### src/logic/codec_pkg.sv
package codec_pkg;
    // ---------------------------------------------
    // frame address and access classes
    // ---------------------------------------------
    localparam logic [15:0] REG_NUM_OFFSET = 16'h0001; // number = address + 1
    typedef enum logic [2:0] {
        ACC_READ = 3'h0,
        ACC_WRITE = 3'h1,
        ACC_READ_WRITE = 3'h2,
        ACC_COMMAND_READABLE = 3'h3,
        ACC_COMMAND_WRITABLE = 3'h4
    } access_class_t;

    // ---------------------------------------------
    // multi-word integers and float layout
    // ---------------------------------------------
    localparam logic [1:0] LAST_IDX_32 = 2'h1; // two words
    localparam logic [1:0] LAST_IDX_64 = 2'h3; // four words
    localparam int FLT_SIGN_POS = 31;
    localparam int FLT_EXP_LSB = 23;
    localparam int FLT_EXP_W = 8;
    localparam int FLT_MANT_W = 23;
    localparam logic [8:0] FLT_BIAS = 9'h07F;
    localparam logic [7:0] FLT_EXP_RSV = 8'hFF;

    // ---------------------------------------------
    // module date format: four words, first word on top
    // ---------------------------------------------
    localparam logic [1:0] DW_DAY_MONTH = 2'h0;
    localparam logic [1:0] DW_HOUR_YEAR = 2'h1;
    localparam logic [1:0] DW_SEC_MIN = 2'h2;
    localparam logic [1:0] DW_MSEC = 2'h3;
    localparam logic [7:0] DAY_MIN = 8'h01;
    localparam logic [7:0] DAY_MAX = 8'h1F;
    localparam logic [7:0] MONTH_MIN = 8'h01;
    localparam logic [7:0] MONTH_MAX = 8'h0C;
    localparam logic [7:0] HOUR_MAX = 8'h17;
    localparam logic [7:0] MIN_SEC_MAX = 8'h3B;
    localparam logic [15:0] MSEC_MAX = 16'h03E7;
    localparam logic [7:0] YEAR_OLD_MIN = 8'h50;
    localparam logic [7:0] YEAR_OLD_MAX = 8'h63;
    localparam logic [7:0] YEAR_NEW_MIN = 8'h64;
    localparam logic [7:0] YEAR_NEW_MAX = 8'hC7;
    localparam logic [11:0] CAL_BASE_OLD = 12'h7BC; // 1980
    localparam logic [11:0] CAL_BASE_NEW = 12'h7D0; // 2000

    // ---------------------------------------------
    // timing
    // ---------------------------------------------
    localparam int CLK_PERIOD_NS = 10;
    localparam int TICK_NS = 1000000; // one millisecond
    localparam int TICK_CYCLES = TICK_NS / CLK_PERIOD_NS;
    localparam int SYNC_WINDOW_H = 2;
    localparam int SYNC_WINDOW_MS = SYNC_WINDOW_H * 3600 * 1000;

    // pick one 16-bit word of a four-word date
    function automatic logic [15:0] date_word(input logic [63:0] d, input logic [1:0] idx);
        date_word = d[6'(63 - 16 * int'(idx)) -: 16];
    endfunction
endpackage

### src/logic/date_if.sv
`timescale 1ns/10ps
// carries one received date to the checker and its verdict back
interface date_if;
    logic req; // one-cycle request
    logic [63:0] raw; // four date words, first on top
    logic done; // verdict pulse
    logic ok; // all fields in range
    logic [11:0] cal_year; // calendar year
    modport judge (input req, input raw, output done, output ok, output cal_year);
    modport client (output req, output raw, input done, input ok, input cal_year);
endinterface

### src/logic/date_checker.sv
`timescale 1ns/10ps
// checks a module date and converts its year code
module date_checker (
    input wire logic i_clk,
    input wire logic i_rst,
    date_if.judge dif
);
    import codec_pkg::*;

    // ---------------------------------------------
    // state
    // ---------------------------------------------
    typedef struct packed {
        logic done;
        logic ok;
        logic [11:0] cal_year;
    } chk_state_t;

    chk_state_t s; // registered state
    chk_state_t next_s; // next state
    logic [15:0] w_dm, w_hy, w_sm, w_ms; // the four words

    assign w_dm = date_word(dif.raw, DW_DAY_MONTH);
    assign w_hy = date_word(dif.raw, DW_HOUR_YEAR);
    assign w_sm = date_word(dif.raw, DW_SEC_MIN);
    assign w_ms = date_word(dif.raw, DW_MSEC);

    // range checks and year conversion
    always_comb begin
        next_s = s;
        next_s.done = dif.req;
        if (dif.req) begin
            next_s.ok = (w_dm[7:0] >= DAY_MIN) && (w_dm[7:0] <= DAY_MAX)
                && (w_dm[15:8] >= MONTH_MIN) && (w_dm[15:8] <= MONTH_MAX)
                && (w_hy[7:0] <= HOUR_MAX)
                && (w_hy[15:8] >= YEAR_OLD_MIN) && (w_hy[15:8] <= YEAR_NEW_MAX)
                && (w_sm[7:0] <= MIN_SEC_MAX) && (w_sm[15:8] <= MIN_SEC_MAX)
                && (w_ms <= MSEC_MAX);
            if (w_hy[15:8] <= YEAR_OLD_MAX) begin
                next_s.cal_year = CAL_BASE_OLD + {4'h0, w_hy[15:8] - YEAR_OLD_MIN};
            end else begin
                next_s.cal_year = CAL_BASE_NEW + {4'h0, w_hy[15:8] - YEAR_NEW_MIN};
            end
        end
    end

    // register the state
    always_ff @(posedge i_clk) begin
        if (i_rst) begin
            s <= '0;
        end else begin
            s <= next_s;
        end
    end

    assign dif.done = s.done;
    assign dif.ok = s.ok;
    assign dif.cal_year = s.cal_year;
endmodule

### src/logic/register_value_codec.sv
`timescale 1ns/10ps
module register_value_codec #(
    parameter int TICK_CYC = codec_pkg::TICK_CYCLES,
    parameter int WINDOW_MS = codec_pkg::SYNC_WINDOW_MS
) (
    input wire logic i_clk,
    input wire logic i_rst,
    // access check
    input wire logic i_acc_valid,
    input wire logic [15:0] i_acc_addr,
    input wire codec_pkg::access_class_t i_acc_class,
    input wire logic i_acc_write,
    input wire logic i_acc_by_cmd,
    output logic o_acc_done,
    output logic [15:0] o_acc_reg_num,
    output logic o_acc_granted,
    // integer to words
    input wire logic i_pack_valid,
    input wire logic [63:0] i_pack_value,
    input wire logic i_pack_wide,
    output logic o_pack_ready,
    output logic o_tx_valid,
    output logic [15:0] o_tx_word,
    output logic o_tx_last,
    // words to integer and float
    input wire logic i_rx_valid,
    input wire logic i_rx_first,
    input wire logic [15:0] i_rx_word,
    input wire logic i_rx_wide,
    input wire logic i_rx_signed,
    output logic o_int_valid,
    output logic [63:0] o_int_value,
    output logic o_flt_sign,
    output logic [8:0] o_flt_exp,
    output logic [22:0] o_flt_mant,
    output logic o_flt_normal,
    // date and time from the master
    input wire logic i_sync_valid,
    input wire logic [63:0] i_sync_date,
    output logic o_bcast_valid,
    output logic [63:0] o_bcast_date,
    output logic [11:0] o_bcast_year,
    output logic o_date_error,
    output logic o_ext_synced
);
    import codec_pkg::*;

    // ---------------------------------------------
    // types and state
    // ---------------------------------------------
    // counter widths follow the parameters, so short test windows stay cheap
    localparam int TICK_W = $clog2(TICK_CYC + 1);
    localparam int MS_W = $clog2(WINDOW_MS + 1);
    localparam logic [TICK_W-1:0] TICK_LAST = TICK_W'(TICK_CYC - 1);
    localparam logic [MS_W-1:0] WINDOW_LAST = MS_W'(WINDOW_MS);

    typedef enum logic [0:0] {
        PK_IDLE = 1'b0,
        PK_SEND = 1'b1
    } pack_state_t;

    typedef struct packed {
        pack_state_t pk_state;
        logic [63:0] pk_shift; // words still to send, next on top
        logic [1:0] pk_left; // words after the current one
        logic pack_ready;
        logic tx_valid;
        logic [15:0] tx_word;
        logic tx_last;
        logic [63:0] rx_acc; // gathered words, newest at bottom
        logic [1:0] rx_cnt; // index of last gathered word
        logic rx_wide;
        logic rx_signed;
        logic int_valid;
        logic [63:0] int_value;
        logic flt_sign;
        logic [8:0] flt_exp;
        logic [22:0] flt_mant;
        logic flt_normal;
        logic acc_done;
        logic [15:0] acc_reg_num;
        logic acc_granted;
        logic [63:0] pend_date; // date awaiting the verdict
        logic bc_valid;
        logic [63:0] bc_date;
        logic [11:0] bc_year;
        logic date_err;
        logic synced;
        logic [TICK_W-1:0] tick_cnt; // millisecond divider
        logic [MS_W-1:0] ms_cnt; // time since last sync
    } state_t;

    state_t s; // registered state
    state_t next_s; // next state
    date_if dif (); // link to the date checker

    // ---------------------------------------------
    // helpers
    // ---------------------------------------------
    // is this access legal for its class and path
    function automatic logic access_allowed(input access_class_t cls, input logic wr, input logic by_cmd);
        logic ok;
        ok = 1'b0;
        if (by_cmd) begin
            ok = wr ? (cls == ACC_COMMAND_WRITABLE) : (cls == ACC_COMMAND_READABLE);
        end else begin
            ok = wr ? (cls == ACC_WRITE || cls == ACC_READ_WRITE) : (cls == ACC_READ || cls == ACC_READ_WRITE);
        end
        return ok;
    endfunction

    // index of the last word of an integer
    function automatic logic [1:0] last_idx(input logic wide);
        return wide ? LAST_IDX_64 : LAST_IDX_32;
    endfunction

    // ---------------------------------------------
    // date checker
    // ---------------------------------------------
    // the checker answers one cycle later; the date waits in pend_date
    // so that the broadcast carries exactly the words that were judged
    assign dif.req = i_sync_valid;
    assign dif.raw = i_sync_date;

    date_checker u_check (
        .i_clk (i_clk),
        .i_rst (i_rst),
        .dif (dif.judge)
    );

    // ---------------------------------------------
    // next state
    // ---------------------------------------------
    always_comb begin
        next_s = s;
        next_s.tx_valid = 1'b0;
        next_s.tx_last = 1'b0;
        next_s.int_valid = 1'b0;
        next_s.acc_done = 1'b0;
        next_s.bc_valid = 1'b0;
        next_s.date_err = 1'b0;

        // class check is pure decode; its answer is registered like every output
        // access decode, one cycle after the request
        if (i_acc_valid) begin
            next_s.acc_done = 1'b1;
            next_s.acc_reg_num = i_acc_addr + REG_NUM_OFFSET;
            next_s.acc_granted = access_allowed(i_acc_class, i_acc_write, i_acc_by_cmd);
        end

        // the shift register holds the top word at bit 63, so a 32-bit
        // value is moved up before its two words go out
        // serialiser: one word per cycle, no stall
        unique case (s.pk_state)
            PK_IDLE: begin
                next_s.pack_ready = 1'b1;
                // taken only while ready shows; the cycle after reset is refused
                if (i_pack_valid && s.pack_ready) begin
                    next_s.pk_shift = i_pack_wide ? i_pack_value : {i_pack_value[31:0], 32'h0};
                    next_s.pk_left = last_idx(i_pack_wide);
                    next_s.pk_state = PK_SEND;
                    next_s.pack_ready = 1'b0;
                end
            end
            PK_SEND: begin
                next_s.tx_valid = 1'b1;
                next_s.tx_word = s.pk_shift[63:48];
                next_s.pk_shift = {s.pk_shift[47:0], 16'h0};
                if (s.pk_left == 2'h0) begin
                    // last word: ready again next cycle
                    next_s.tx_last = 1'b1;
                    next_s.pk_state = PK_IDLE;
                    next_s.pack_ready = 1'b1;
                end else begin
                    next_s.pk_left = s.pk_left - 2'h1;
                end
            end
        endcase

        // limitation: words beyond the count keep shifting; the master must
        // flag the first word of every value to realign the gatherer
        // gatherer: words arrive most significant first
        if (i_rx_valid) begin
            if (i_rx_first) begin
                // a first word restarts any partial value
                next_s.rx_acc = {48'h0, i_rx_word};
                next_s.rx_cnt = 2'h0;
                next_s.rx_wide = i_rx_wide;
                next_s.rx_signed = i_rx_signed;
            end else begin
                next_s.rx_acc = {s.rx_acc[47:0], i_rx_word};
                next_s.rx_cnt = s.rx_cnt + 2'h1;
                if (next_s.rx_cnt == last_idx(s.rx_wide)) begin
                    next_s.int_valid = 1'b1;
                    if (s.rx_wide) begin
                        next_s.int_value = next_s.rx_acc;
                    end else if (s.rx_signed) begin
                        next_s.int_value = {{32{next_s.rx_acc[31]}}, next_s.rx_acc[31:0]};
                    end else begin
                        next_s.int_value = {32'h0, next_s.rx_acc[31:0]};
                    end
                    next_s.flt_sign = next_s.rx_acc[FLT_SIGN_POS];
                    next_s.flt_mant = next_s.rx_acc[FLT_EXP_LSB-1:0];
                    next_s.flt_exp = {1'b0, next_s.rx_acc[FLT_EXP_LSB +: FLT_EXP_W]} - FLT_BIAS;
                    next_s.flt_normal = (next_s.rx_acc[FLT_EXP_LSB +: FLT_EXP_W] != 8'h00)
                        && (next_s.rx_acc[FLT_EXP_LSB +: FLT_EXP_W] != FLT_EXP_RSV);
                end
            end
        end

        // hold the date while the checker looks at it
        if (i_sync_valid) begin
            next_s.pend_date = i_sync_date;
        end

        // millisecond tick from the divider
        if (s.tick_cnt == TICK_LAST) begin
            next_s.tick_cnt = '0;
            if (s.synced) begin
                next_s.ms_cnt = s.ms_cnt + MS_W'(1);
            end
        end else begin
            next_s.tick_cnt = s.tick_cnt + TICK_W'(1);
        end

        // the divider restarts with each good date, so sync lasts the whole
        // window plus one cycle and never drops a fraction of a tick early
        // expire after the window
        if (s.synced && s.ms_cnt >= WINDOW_LAST) begin
            next_s.synced = 1'b0;
        end

        // verdict on a received date
        if (dif.done) begin
            if (dif.ok) begin
                next_s.bc_valid = 1'b1;
                next_s.bc_date = s.pend_date;
                next_s.bc_year = dif.cal_year;
                next_s.synced = 1'b1;
                next_s.ms_cnt = '0;
                // restart the divider too, so the window is whole milliseconds
                next_s.tick_cnt = '0;
            end else begin
                next_s.date_err = 1'b1;
            end
        end
    end

    // ---------------------------------------------
    // state register
    // ---------------------------------------------
    // one synchronous reset clears all; ready comes up one cycle later
    always_ff @(posedge i_clk) begin
        if (i_rst) begin
            s <= '0;
        end else begin
            s <= next_s;
        end
    end

    // ---------------------------------------------
    // outputs, all straight from the state register
    // ---------------------------------------------
    // nothing is decoded on the way out, so the far side sees clean levels
    assign o_acc_done = s.acc_done;
    assign o_acc_reg_num = s.acc_reg_num;
    assign o_acc_granted = s.acc_granted;
    assign o_pack_ready = s.pack_ready;
    assign o_tx_valid = s.tx_valid;
    assign o_tx_word = s.tx_word;
    assign o_tx_last = s.tx_last;
    assign o_int_valid = s.int_valid;
    assign o_int_value = s.int_value;
    assign o_flt_sign = s.flt_sign;
    assign o_flt_exp = s.flt_exp;
    assign o_flt_mant = s.flt_mant;
    assign o_flt_normal = s.flt_normal;
    assign o_bcast_valid = s.bc_valid;
    assign o_bcast_date = s.bc_date;
    assign o_bcast_year = s.bc_year;
    assign o_date_error = s.date_err;
    assign o_ext_synced = s.synced;
endmodule

### config.mk
export PLATFORM = sky130hd
export DESIGN_NAME = register_value_codec
export DESIGN_NICKNAME = d
export VERILOG_FILES = /design/src/logic/codec_pkg.sv /design/src/logic/date_if.sv /design/src/logic/date_checker.sv /design/src/logic/register_value_codec.sv
export SDC_FILE = /design/constraint.sdc
export NUM_CORES = 1
export LEC_CHECK = 0
export BUFFER_PORTS_ARGS = -buffer_cell sky130_fd_sc_hd__buf_2
export CORE_ASPECT_RATIO = 0.5
export CORE_UTILIZATION = 52
export DETAILED_ROUTE_END_ITERATION = 10
export PLACE_DENSITY = 0.83
export SLEW_MARGIN = 20
export SYNTH_ARGS = -nofsm -noshare
export SYNTH_HDL_FRONTEND = slang
export SYNTH_SLANG_ARGS = --single-unit
### constraint.sdc
create_clock -name i_clk -period 3.5 [get_ports i_clk]
set_input_delay 0.7 -clock i_clk [delete_from_list [all_inputs] [get_ports i_clk]]
set_output_delay 0.7 -clock i_clk [all_outputs]
set_load 0.005 [all_outputs]
Word-level counts from Yosys, hierarchy flattened
Index checks and enable logic that the tools add are counted.

Reduce and logical (&&, ||, !) cells: 14. Bitwise gates (word level): 4. $lt $le $gt $ge: 1. Equality and inequality tests: 10. $mul: 0. Shifts and indexed selects: 0. Div/mod/pow operators: 0. $add $sub $neg: 6. Mux-type cells: 22.

Operators with widths (number): $mux W64 (3); $pmux W68 S2 (1); $mux W99 (1); $mux W68 (1); $mux W50 (1); $mux W23 (2); $mux W18 (2); $add A23 B1 Y23 const B (1); $ge A23 B23 Y1 const B (1); $add A17 B1 Y17 const B (1); $eq A17 B17 Y1 const B (1); $mux W17 (1); $add A16 B1 Y16 const B (1); $sub A8 B7 Y9 const B (1); $ne A8 B8 Y1 const B (1); $reduce_bool A8 Y1 (1); $mux W1 (7); $eq A3 B2 Y1 const B (2); $mux W2 (3); $ne A2 B2 Y1 const B (2); $not A1 Y1 (4); $reduce_and A2 Y1 (2); $reduce_or A2 Y1 (2); $eq A3 B1 Y1 const B (1); 11 further kinds (14).

Bits in writable memories: 0. Output and inout port bits: 215. Logic and storage cells: 82. Latch bits: 0. Flip-flop bits (word level): 298. Memories: 0. Bits in read-only memories: 0. Input port bits: 175.

Longest topological paths before layout
Gate-level depths: netlist of the first run.

Word-level depth: 5. Gate-level depth with buffers: 7.

Cells and area by module
A second synthesis of the first run with hierarchy kept.

Cells, all modules: 1873. Area total of the unflattened synthesis: 17319.1 um^2.

Modules (own cells, without submodules): register_value_codec (sequential area each 8287.9 um^2, instances 1, area each 17184.0 um^2, cells an instance 1857); date_checker (sequential area each 20.0 um^2, instances 1, area each 135.1 um^2, cells an instance 16).

Worst setup path after synthesis of the first run
No wires, ideal clock.

Path type: input -> register. From: in i_pack_wide. To: reg s[437] in the netlist's numbering. Slack: 1.440 ns. Stages on the path: 5. Path buffers: 2. Arrival time: 1.932 ns. Library setup time: 0.128 ns. Path through: clkbuf_1 -> clkbuf_1 -> mux2_2 -> a222oi_1 -> nor2_1.

Word-level cells in the longest chain between the ends: 3.

Ends and longest elaborated chain: start: declaration (RTL line register_value_codec.sv:20) `input wire logic i_pack_wide,`; $mux W64 (RTL line register_value_codec.sv:159) `next_s.pk_shift = i_pack_wide ? i_pack_value : {i_pack_value[31:0], 32'h0};`; $mux W68 (RTL line register_value_codec.sv:158) `if (i_pack_valid && s.pack_ready) begin`; $pmux W68 S2 (RTL line register_value_codec.sv:154) `unique case (s.pk_state)`; end signal: assignment (RTL line register_value_codec.sv:257) `s <= next_s;`; end: declaration (RTL line register_value_codec.sv:93) `state_t s;`.

Every way passes these cells. The select of a mux whose other input is x is not followed. A chain may end at the register's enable or synchronous reset.

Worst setup path after layout of the first run
From: in i_rx_first. To: reg s (netlist bit o_int_value[62]).

Word-level cells in the longest chain between the ends: 2.

Ends and longest elaborated chain: start: declaration (RTL line register_value_codec.sv:27) `input wire logic i_rx_first,`; $not A1 Y1 (no line); $reduce_and A3 Y1 (no line).

Every way passes these cells.

==> results of run 1 <==
## layer usage
| metal | up-vias | track usage (%) | part of all wire [%] |
|---|---|---|---|
| met2 | 294 | 36.2 | 49 |
| met4 | 2 | 4.94 | 1.8 |
| met1 | 3985 | 28.0 | 42 |
| met5 | - | 0 | 0.050 |
| met3 | 38 | 4.64 | 6.8 |
| li1 | 4024 | - | - |
## area by class of cell
| class | count | area (µm²) | share of cell area (%) |
|---|---|---|---|
| repair buffers | 259 | 1360 | 11.8 |
| inverters | 13 | 48.8 | 0.423 |
| diodes | 1 | 2.50 | 0.0217 |
| well taps | 266 | 333 | 2.89 |
| clock inverters | 7 | 88.8 | 0.770 |
| clock buffers | 29 | 586 | 5.08 |
| multi-input cells | 753 | 4450 | 38.6 |
| flip-flops and latches | 233 | 4670 | 40.4 |
## cell families (layout without fill, tap and decap cells)
group	after synthesis	after routing	share of synthesized area, %
buffers and inverters	310	308	18.4
and+or+nand+nor	386	386	16.5
AOI/OAI and AO/OA	202	202	13.5
adders and majority gates	4	4	0.464
other	1	79	0.0347
muxes	65	65	6.40
xor gates and xnor gates	18	18	1.46
DFF	233	233	43.2
## stage by stage
step	instances	worst slack (ps)	hold slack [ps]	power [µW]	utilization, %
finish	1561	1150	433	5750	57.9
global route	1560	1020	429	6000	57.9
global placement	1524	771	416	3500	54.5
floorplan	1296	1440	414	3440	-
detailed placement	1524	669	436	3530	54.5
CTS	1560	1180	421	5810	57.9
## how the worst min path moves through the flow
| stage | start | to | slack, ps |
|---|---|---|---|
| after global routing | i_sync_valid | u_check.dif.done | 430 |
| after CTS | i_sync_valid | u_check.dif.done | 420 |
| after detailed placement | u_check.dif.done | o_date_error | 440 |
| final | i_sync_valid | u_check.dif.done | 430 |
| after floorplan | u_check.dif.done | o_date_error | 410 |
| after global placement | u_check.dif.done | o_date_error | 420 |
## cells in the final DEF (no fill, tap or decap), types with 6 or more instances in the layout
cell type,instances
nand3b_1,33
dfxtp_1,232
nand2_1,110
nor3_1,6
clkbuf_16,21
xnor2_1,9
a22oi_1,16
nand2b_1,34
xor2_1,9
mux2i_1,33
a211oi_1,54
nor2_1,159
nand3_1,13
inv_1,13
a21oi_1,74
a222oi_1,48
nand4_1,7
buf_4,10
conb_1,78
mux2_2,32
buf_2,246
## power by group through the flow
stage,sequential (µW),clock (µW),combinational [µW]
final,2850,2280,615
after global routing,2870,2450,683
after CTS,2850,2340,614
after detailed placement,2910,0,613
after global placement,2910,0,593
after floorplan,2880,0,558
## flip-flops by register name, indices dropped and copies added, names as in the netlist
| name | flops |
|---|---|
| o_date_error | 1 |
| o_tx_last | 1 |
| u_check.dif.done | 1 |
| o_tx_word | 16 |
| s | 119 |
| o_acc_done | 1 |
| o_pack_ready | 1 |
| o_int_value | 64 |
| o_tx_valid | 1 |
| o_acc_reg_num | 16 |
| o_acc_granted | 1 |
| o_flt_normal | 1 |
| o_int_valid | 1 |
| o_flt_exp | 9 |
==> results by stage, run 1 <==
Final layout:
- The summed area of non-filler cells in the final layout is between 10000 and 15000 µm².
- Counting the fill cells in the layout gives roughly 1800.
- From synthesis to final layout, the design area changed by 6.84%.
- In the final layout, the share of cells above drive strength 1 is between 20% and 30%.
- After the last flow step, the layout net total stands at about 1500.

Drt:
- The remaining antenna violation count after routing is 0.
- For this run, design rule violations remaining after detail routing come to 0.
- The number of DRC violations after detailed-routing iteration 0 is about 800.
- The total wire length after detailed routing is between 20 and 25 mm.
- The detailed-route vias per instance is 5.34.
- Across all layers, the routed design uses 8343 vias.
- The mean routed wirelength per cell is between 15 and 20 µm.
- The first-pass iteration count of the detailed router is 8.

Synth:
- The library cell with the largest summed area after synthesis is dfxtp_1.
- The number of instances in the synthesized netlist is between 1000 and 1500.
- For this run, the number of Yosys warnings is 0.
- The average instance in the mapped netlist occupies approximately 9 µm².
- Of all flip-flops after synthesis, the portion carrying an async set or reset was 0%.
- Yosys instantiated no cell more often than dfxtp_1.
- The dominant register cell in the synthesized netlist is dfxtp_1.
- The netlist uses between 40 and 50 different library cells.
- The area share of the largest cell type after synthesis is approximately 43%.
- Ranked by total cell area, the synthesized netlist is headed by dfxtp_1, buf_4, nor2_1.
- The register bit total from synthesis is approximately 230.
- The number of enable flip-flop cells after synthesis is 0.
- By count the netlist is led by dfxtp_1, buf_4, nor2_1.
- The mapped netlist covers between 10000 and 15000 µm².
- Sequential cells were found to cover 43.2% of the synthesized design area.

Clock network:
- In this run the clock root is driven by a clkbuf_16.
- The number of resized instances in the post-cts repair step is 0.
- The number of buffers created by CTS is 21.
- The maximum buffer depth of the clock tree is 3.
- The post-CTS repair timing setup buffer count is 0.
- Hold repair after CTS inserted 0 buffers.
- After clock tree synthesis, the clock-pin slew on the worst setup and hold paths is 70 ps.
- Clock latency on the worst-skew pair, taken at its later pin, is about 490 ps.
- The clock net sink count is between 200 and 250.
- TritonCTS built the clock tree.
- The H-tree level count is 1.

STA:
- Measured against its own limit, the worst slew margin works out to 41.7%.
- Setup violations remaining at the end of the flow were counted as 0.
- The worst clock skew is 7.85 ps.
- At the pin with the least slew margin, the transition time is roughly 880 ps.
- Setup repair after global routing left no endpoint under its margin.
- In the final timing run, aggregate negative setup slack is 0 ps.
- The count of endpoints failing hold in the final timing report is 0.
- The final-report max-slew violation count is 0.
- The shortest period the worst path allows is 2350 ps.
- In the finished design, the share of the clock period the worst path needs comes to between 60% and 70%.
- The maximum frequency from static timing analysis is 425 MHz.

Pwr:
- Of the total power, the share spent switching nets is 24.3%.
- The part of the power in combinational logic is approximately a tenth.
- The share of total power in the clock network is between 30% and 40%.
- Cell internal power was estimated by the tool at about 4300 µW.
- The total net switching power is 1400 µW.
- Registers are responsible for between 40% and 50% of the overall power.
- Summed over all cells, the static leakage comes to slightly below 0.005 µW.
- In this run the power density over the cells is ~500 nW/µm².
- VDD sags by at most about 0.00027 V.

Job:
- The reported max-cap violation count is 0.

Status:
- The flow ran to the end, and the final reports show no timing, DRC or antenna violations.

Floorplan:
- The initial utilization of the core area, before any placement, comes to between 50% and 60%.
- The floorplan step defined a die boundary enclosing between 20000 and 25000 µm².
- Measured along the y axis, the die boundary spans around 100 µm.
- In this run the core area contains 36 standard-cell rows.
- The floorplan core area is approximately 20000 µm².
- The boundary pin count is 390.
- The die is just over 200 µm wide.

Setup path:
- The critical path startpoint is i_rx_first.
- The critical path ends at o_int_value[62].
- The critical-path maximum fanout is 38.
- The standard cell with the maximum stage delay on the critical path is a31oi_4.
- In this run the number of cells on the critical path is 5.
- The number of cell instances on the worst register-to-register path is 5.
- In this design, the largest share of critical-path delay is due to compound AO/OA/AOI/OAI gates.
- At the worst endpoint, the required time is ~3800 ps.
- On the worst path, the slowest cell contributes a delay of between 700 and 800 ps.
- Walking the worst path, the cells encountered are buf_2 -> or3b_1 -> or2_1 -> a31oi_4 -> a211oi_1.
- Across all register-to-register paths, the minimum setup slack is 1340 ps.
- STA classifies the critical path startpoint as an input port.
- The worst setup path is captured at a flop.
- In this run the critical register-to-register path is captured at o_int_value[62].
- STA puts the critical path data arrival time at between 2000 and 3000 ps.
- In this run the critical register-to-register path is launched from s[301].
- The number of buffers and inverters on the critical path is 1.
- The critical path is of the in -> reg type.

Worst hold path:
- The tightest min-delay check is of the in -> reg type.
- The hold-critical path depth is 2.

Placed design:
- The quantity of I/O buffers inserted on ports is 247.
- The area of placed instances is roughly 11000 µm².
- The wire-length estimate of the detail-placed layout is 16.4 mm.
- Routability-driven placement finished with a final weighted congestion of 0.804.

GRT:
- The wire length of the first global-routing pass is 38.4 mm.
- The overall global routing resource usage is a little over a fifth.
- Summed over all layers, the global routing overflow is 0.
- The via count of the first global-routing pass came to 7701.
- The number of antenna violations at the first check in global routing is 3.
- Entering global routing, the biggest net connects 99 pins.
Power figures use the tool's default switching activity.
==> inputs of run 2 (changes only) <==
Settings changed: CORE_UTILIZATION 52 to 50, PLACE_DENSITY 0.83 to 0.8.
Clock period 3.5 ns to 2.3 ns, I/O delays scaled along.
==> results by stage, run 2 (same netlist as run 1, synthesis figures left out) <==
Placed design:
- After legalization and detailed placement, the total HPWL measured between 15 and 20 mm.
- At the placement stage, the worst setup path has a slack of around 320 ps.
- At the end of routability-driven placement, the weighted congestion stood at 0.812.
- The cell count after placement is approximately 1500.
- The quantity of I/O buffers inserted on ports is between 200 and 250.

GRT:
- In the global route stage, overall resource usage came out at between 20% and 30%.
- The wire length of the first global-routing pass is around 39 mm.
- The via count of the first global-routing pass is about 7700.
- The maximum number of pins on one net before global-route repair is between 80 and 90.
- The number of antenna violations at the first check in global routing came to 2.
- The residual overflow from global routing is 0.

STA:
- The worst-case headroom to the max-slew limit is between 40% and 50%.
- The worst slack on hold paths is a little under 200 ps.
- The count of endpoints failing hold in the final timing report is 0.
- The maximum frequency from static timing analysis is 567 MHz.
- The shortest period the worst path allows is 1760 ps.
- For the pin with the worst max-slew slack, the measured transition is about 860 ps.
- The worst path setup slack after routing is around 540 ps.
- Setup repair after global routing left no endpoint under its margin.
- The final-report max-slew violation count is 0.
- The total negative slack for setup checks is 0 ps.
- The share of the clock period used by the worst path is between 70 and 80%.
- The final count of negative-setup-slack endpoints is 0.
- For the final database, setup skew stands at just under 8 ps.

Clock network:
- The clock edge transition at the registers on the reported setup and hold paths is 70 ps.
- In this run the deepest clock path goes through 3 buffers.
- The H-tree level count is 1.
- The post-CTS repair timing setup buffer count is 0.
- TritonCTS built the clock tree.
- Clock latency on the worst-skew pair, taken at its later pin, is between 400 and 500 ps.
- Counting the buffers created by CTS gives 21.
- The cell chosen for the clock root is clkbuf_16.
- Clock tree synthesis found a total of between 200 and 250 sinks.
- The number of hold-repair buffers added at the cts stage is 0.
- The number of resized instances in the post-cts repair step is 0.

Final layout:
- Relative to the synthesized area, the layout overhead comes to 8.24%.
- After filler insertion, the fill cell instance count of the layout stands at 1875.
- For this run, the post-layout net count is about 1500.
- The sequential cells in the finished layout cover a total of ~4700 µm².
- The proportion of layout cells with a drive suffix above 1 is between 20 and 30%.
- In the layout the commonest cells are buf_2, dfxtp_1, nor2_1.
- The final cell count without fillers is 1573.
- The leading cell type in the layout, fill and taps excluded is buf_2.
- The register with the most flip-flops in the final layout is s.
- For this run, the share of the core covered by cells in the final layout is a little under three fifths.
- The multi-input combinational cells in the finished layout cover a total of roughly 4500 µm².
- The flip-flop count of the largest register after layout is between 100 and 150.

Drt:
- The mean routed wirelength per cell is 15.5 µm.
- The total DRC errors in the routed layout is 0.
- The first TritonRoute pass finished after 9 iterations.
- The remaining antenna violation count after routing is 0.
- The detailed-route vias per instance is 5.30.
- The routed layout has ~8300 vias.
- The number of DRC violations after detailed-routing iteration 0 is roughly 740.
- The total wire length after detailed routing is 24.3 mm.

Setup path:
- The kind of start point of the critical path is a flop.
- The critical path endpoint category is a flop.
- STA puts the critical path data arrival time at about 2100 ps.
- The standard cell with the maximum stage delay on the critical path is or3b_1.
- In this design, the stage delay of the slowest critical-path cell is approximately 460 ps.
- Along the worst path, the maximum fanout reaches 31.
- Data on the critical path is required at its endpoint by 2640 ps.
- The type of the worst setup path is reg -> reg.
- The cell class contributing the biggest share of worst-path delay is simple AND/OR/NAND/NOR gates.
- Together, buffers and inverters on the worst path number 1.
- Traced cell by cell, the critical path runs through or3b_1 -> or2_1 -> a31oi_4 -> buf_12 -> a211oi_1.

Status:
- The run finished with clean final reports.

Pwr:
- In this run the power density over the cells is approximately 770 nW/µm².
- In this run the static leakage power is between 0.004 and 0.005 µW.
- The maximum vdd ir drop is 0.000486 V.

Floorplan:
- Once the floorplan was initialized, standard cells occupied 51.8% of the core.
- The floorplan core area is about 21000 µm².
- The die span in y is between 100 and 150 µm.
- The chip width is about 210 µm.
- In this run the count of I/O pins placed on the die edge is 390.
- The die covers around 22000 µm².
- The standard-cell row count is 37.

Job:
- The reported max-cap violation count is 0.

Worst hold path:
- The class of the tightest hold or removal check is in -> reg.
-- run 2: changes by cell type in the layout (fill, tap and decap cells not counted), sizes merged --
cell    before  now
buf        259  263
bufinv       2    3
clkbuf      29   30
clkinv       5    3
diode        1    2
-- run 2: area by class of cell --
cell class / instances / share of cell area (%)
diodes: 2 / 0.0428
clock buffers: 30 / 5.38
clock inverters: 6 / 0.899
inverters: 13 / 0.418
multi-input cells: 753 / 38.1
flip-flops and latches: 233 / 39.9
well taps: 273 / 2.92
repair buffers: 263 / 12.3
-- run 2: per-layer routing --
| layer | routed length, µm | track usage [%] | vias up | part of all wire [%] |
|---|---|---|---|---|
| met5 | 0 | 0 | - | 0 |
| met4 | 341 | 4.59 | 0 | 1.4 |
| met3 | 1450 | 4.17 | 27 | 6.0 |
| met2 | 11800 | 35.9 | 257 | 49 |
| met1 | 10700 | 27.3 | 3995 | 44 |
| li1 | - | - | 4057 | - |
-- run 2: report_power, final --
group	switching (µW)	total (µW)	leakage (µW)	internal (µW)
logic	552	969	0.00265	417
registers	124	4340	0.00190	4210
clock network	1500	3730	0.000366	2230
total	2170	9040	0.00491	6860
-- run 2: final timing paths --
path,cells after the start,end,startpoint,slack (ps)
worst min register to register,1,o_date_error,u_check.dif.done,450
worst min-delay path,2,u_check.dif.done,i_sync_valid,190
worst max-delay path,5,o_int_value[50],s[302],540
worst max register to register,5,o_int_value[50],s[302],540
-- run 2: through the flow --
step	power, µW	area [µm²]
2_1_floorplan	5230	11100
3_3_place_gp	5350	10900
3_5_place_dp	5390	10900
4_1_cts	9120	11700
5_1_grt	9420	11700
6_report	9040	11700
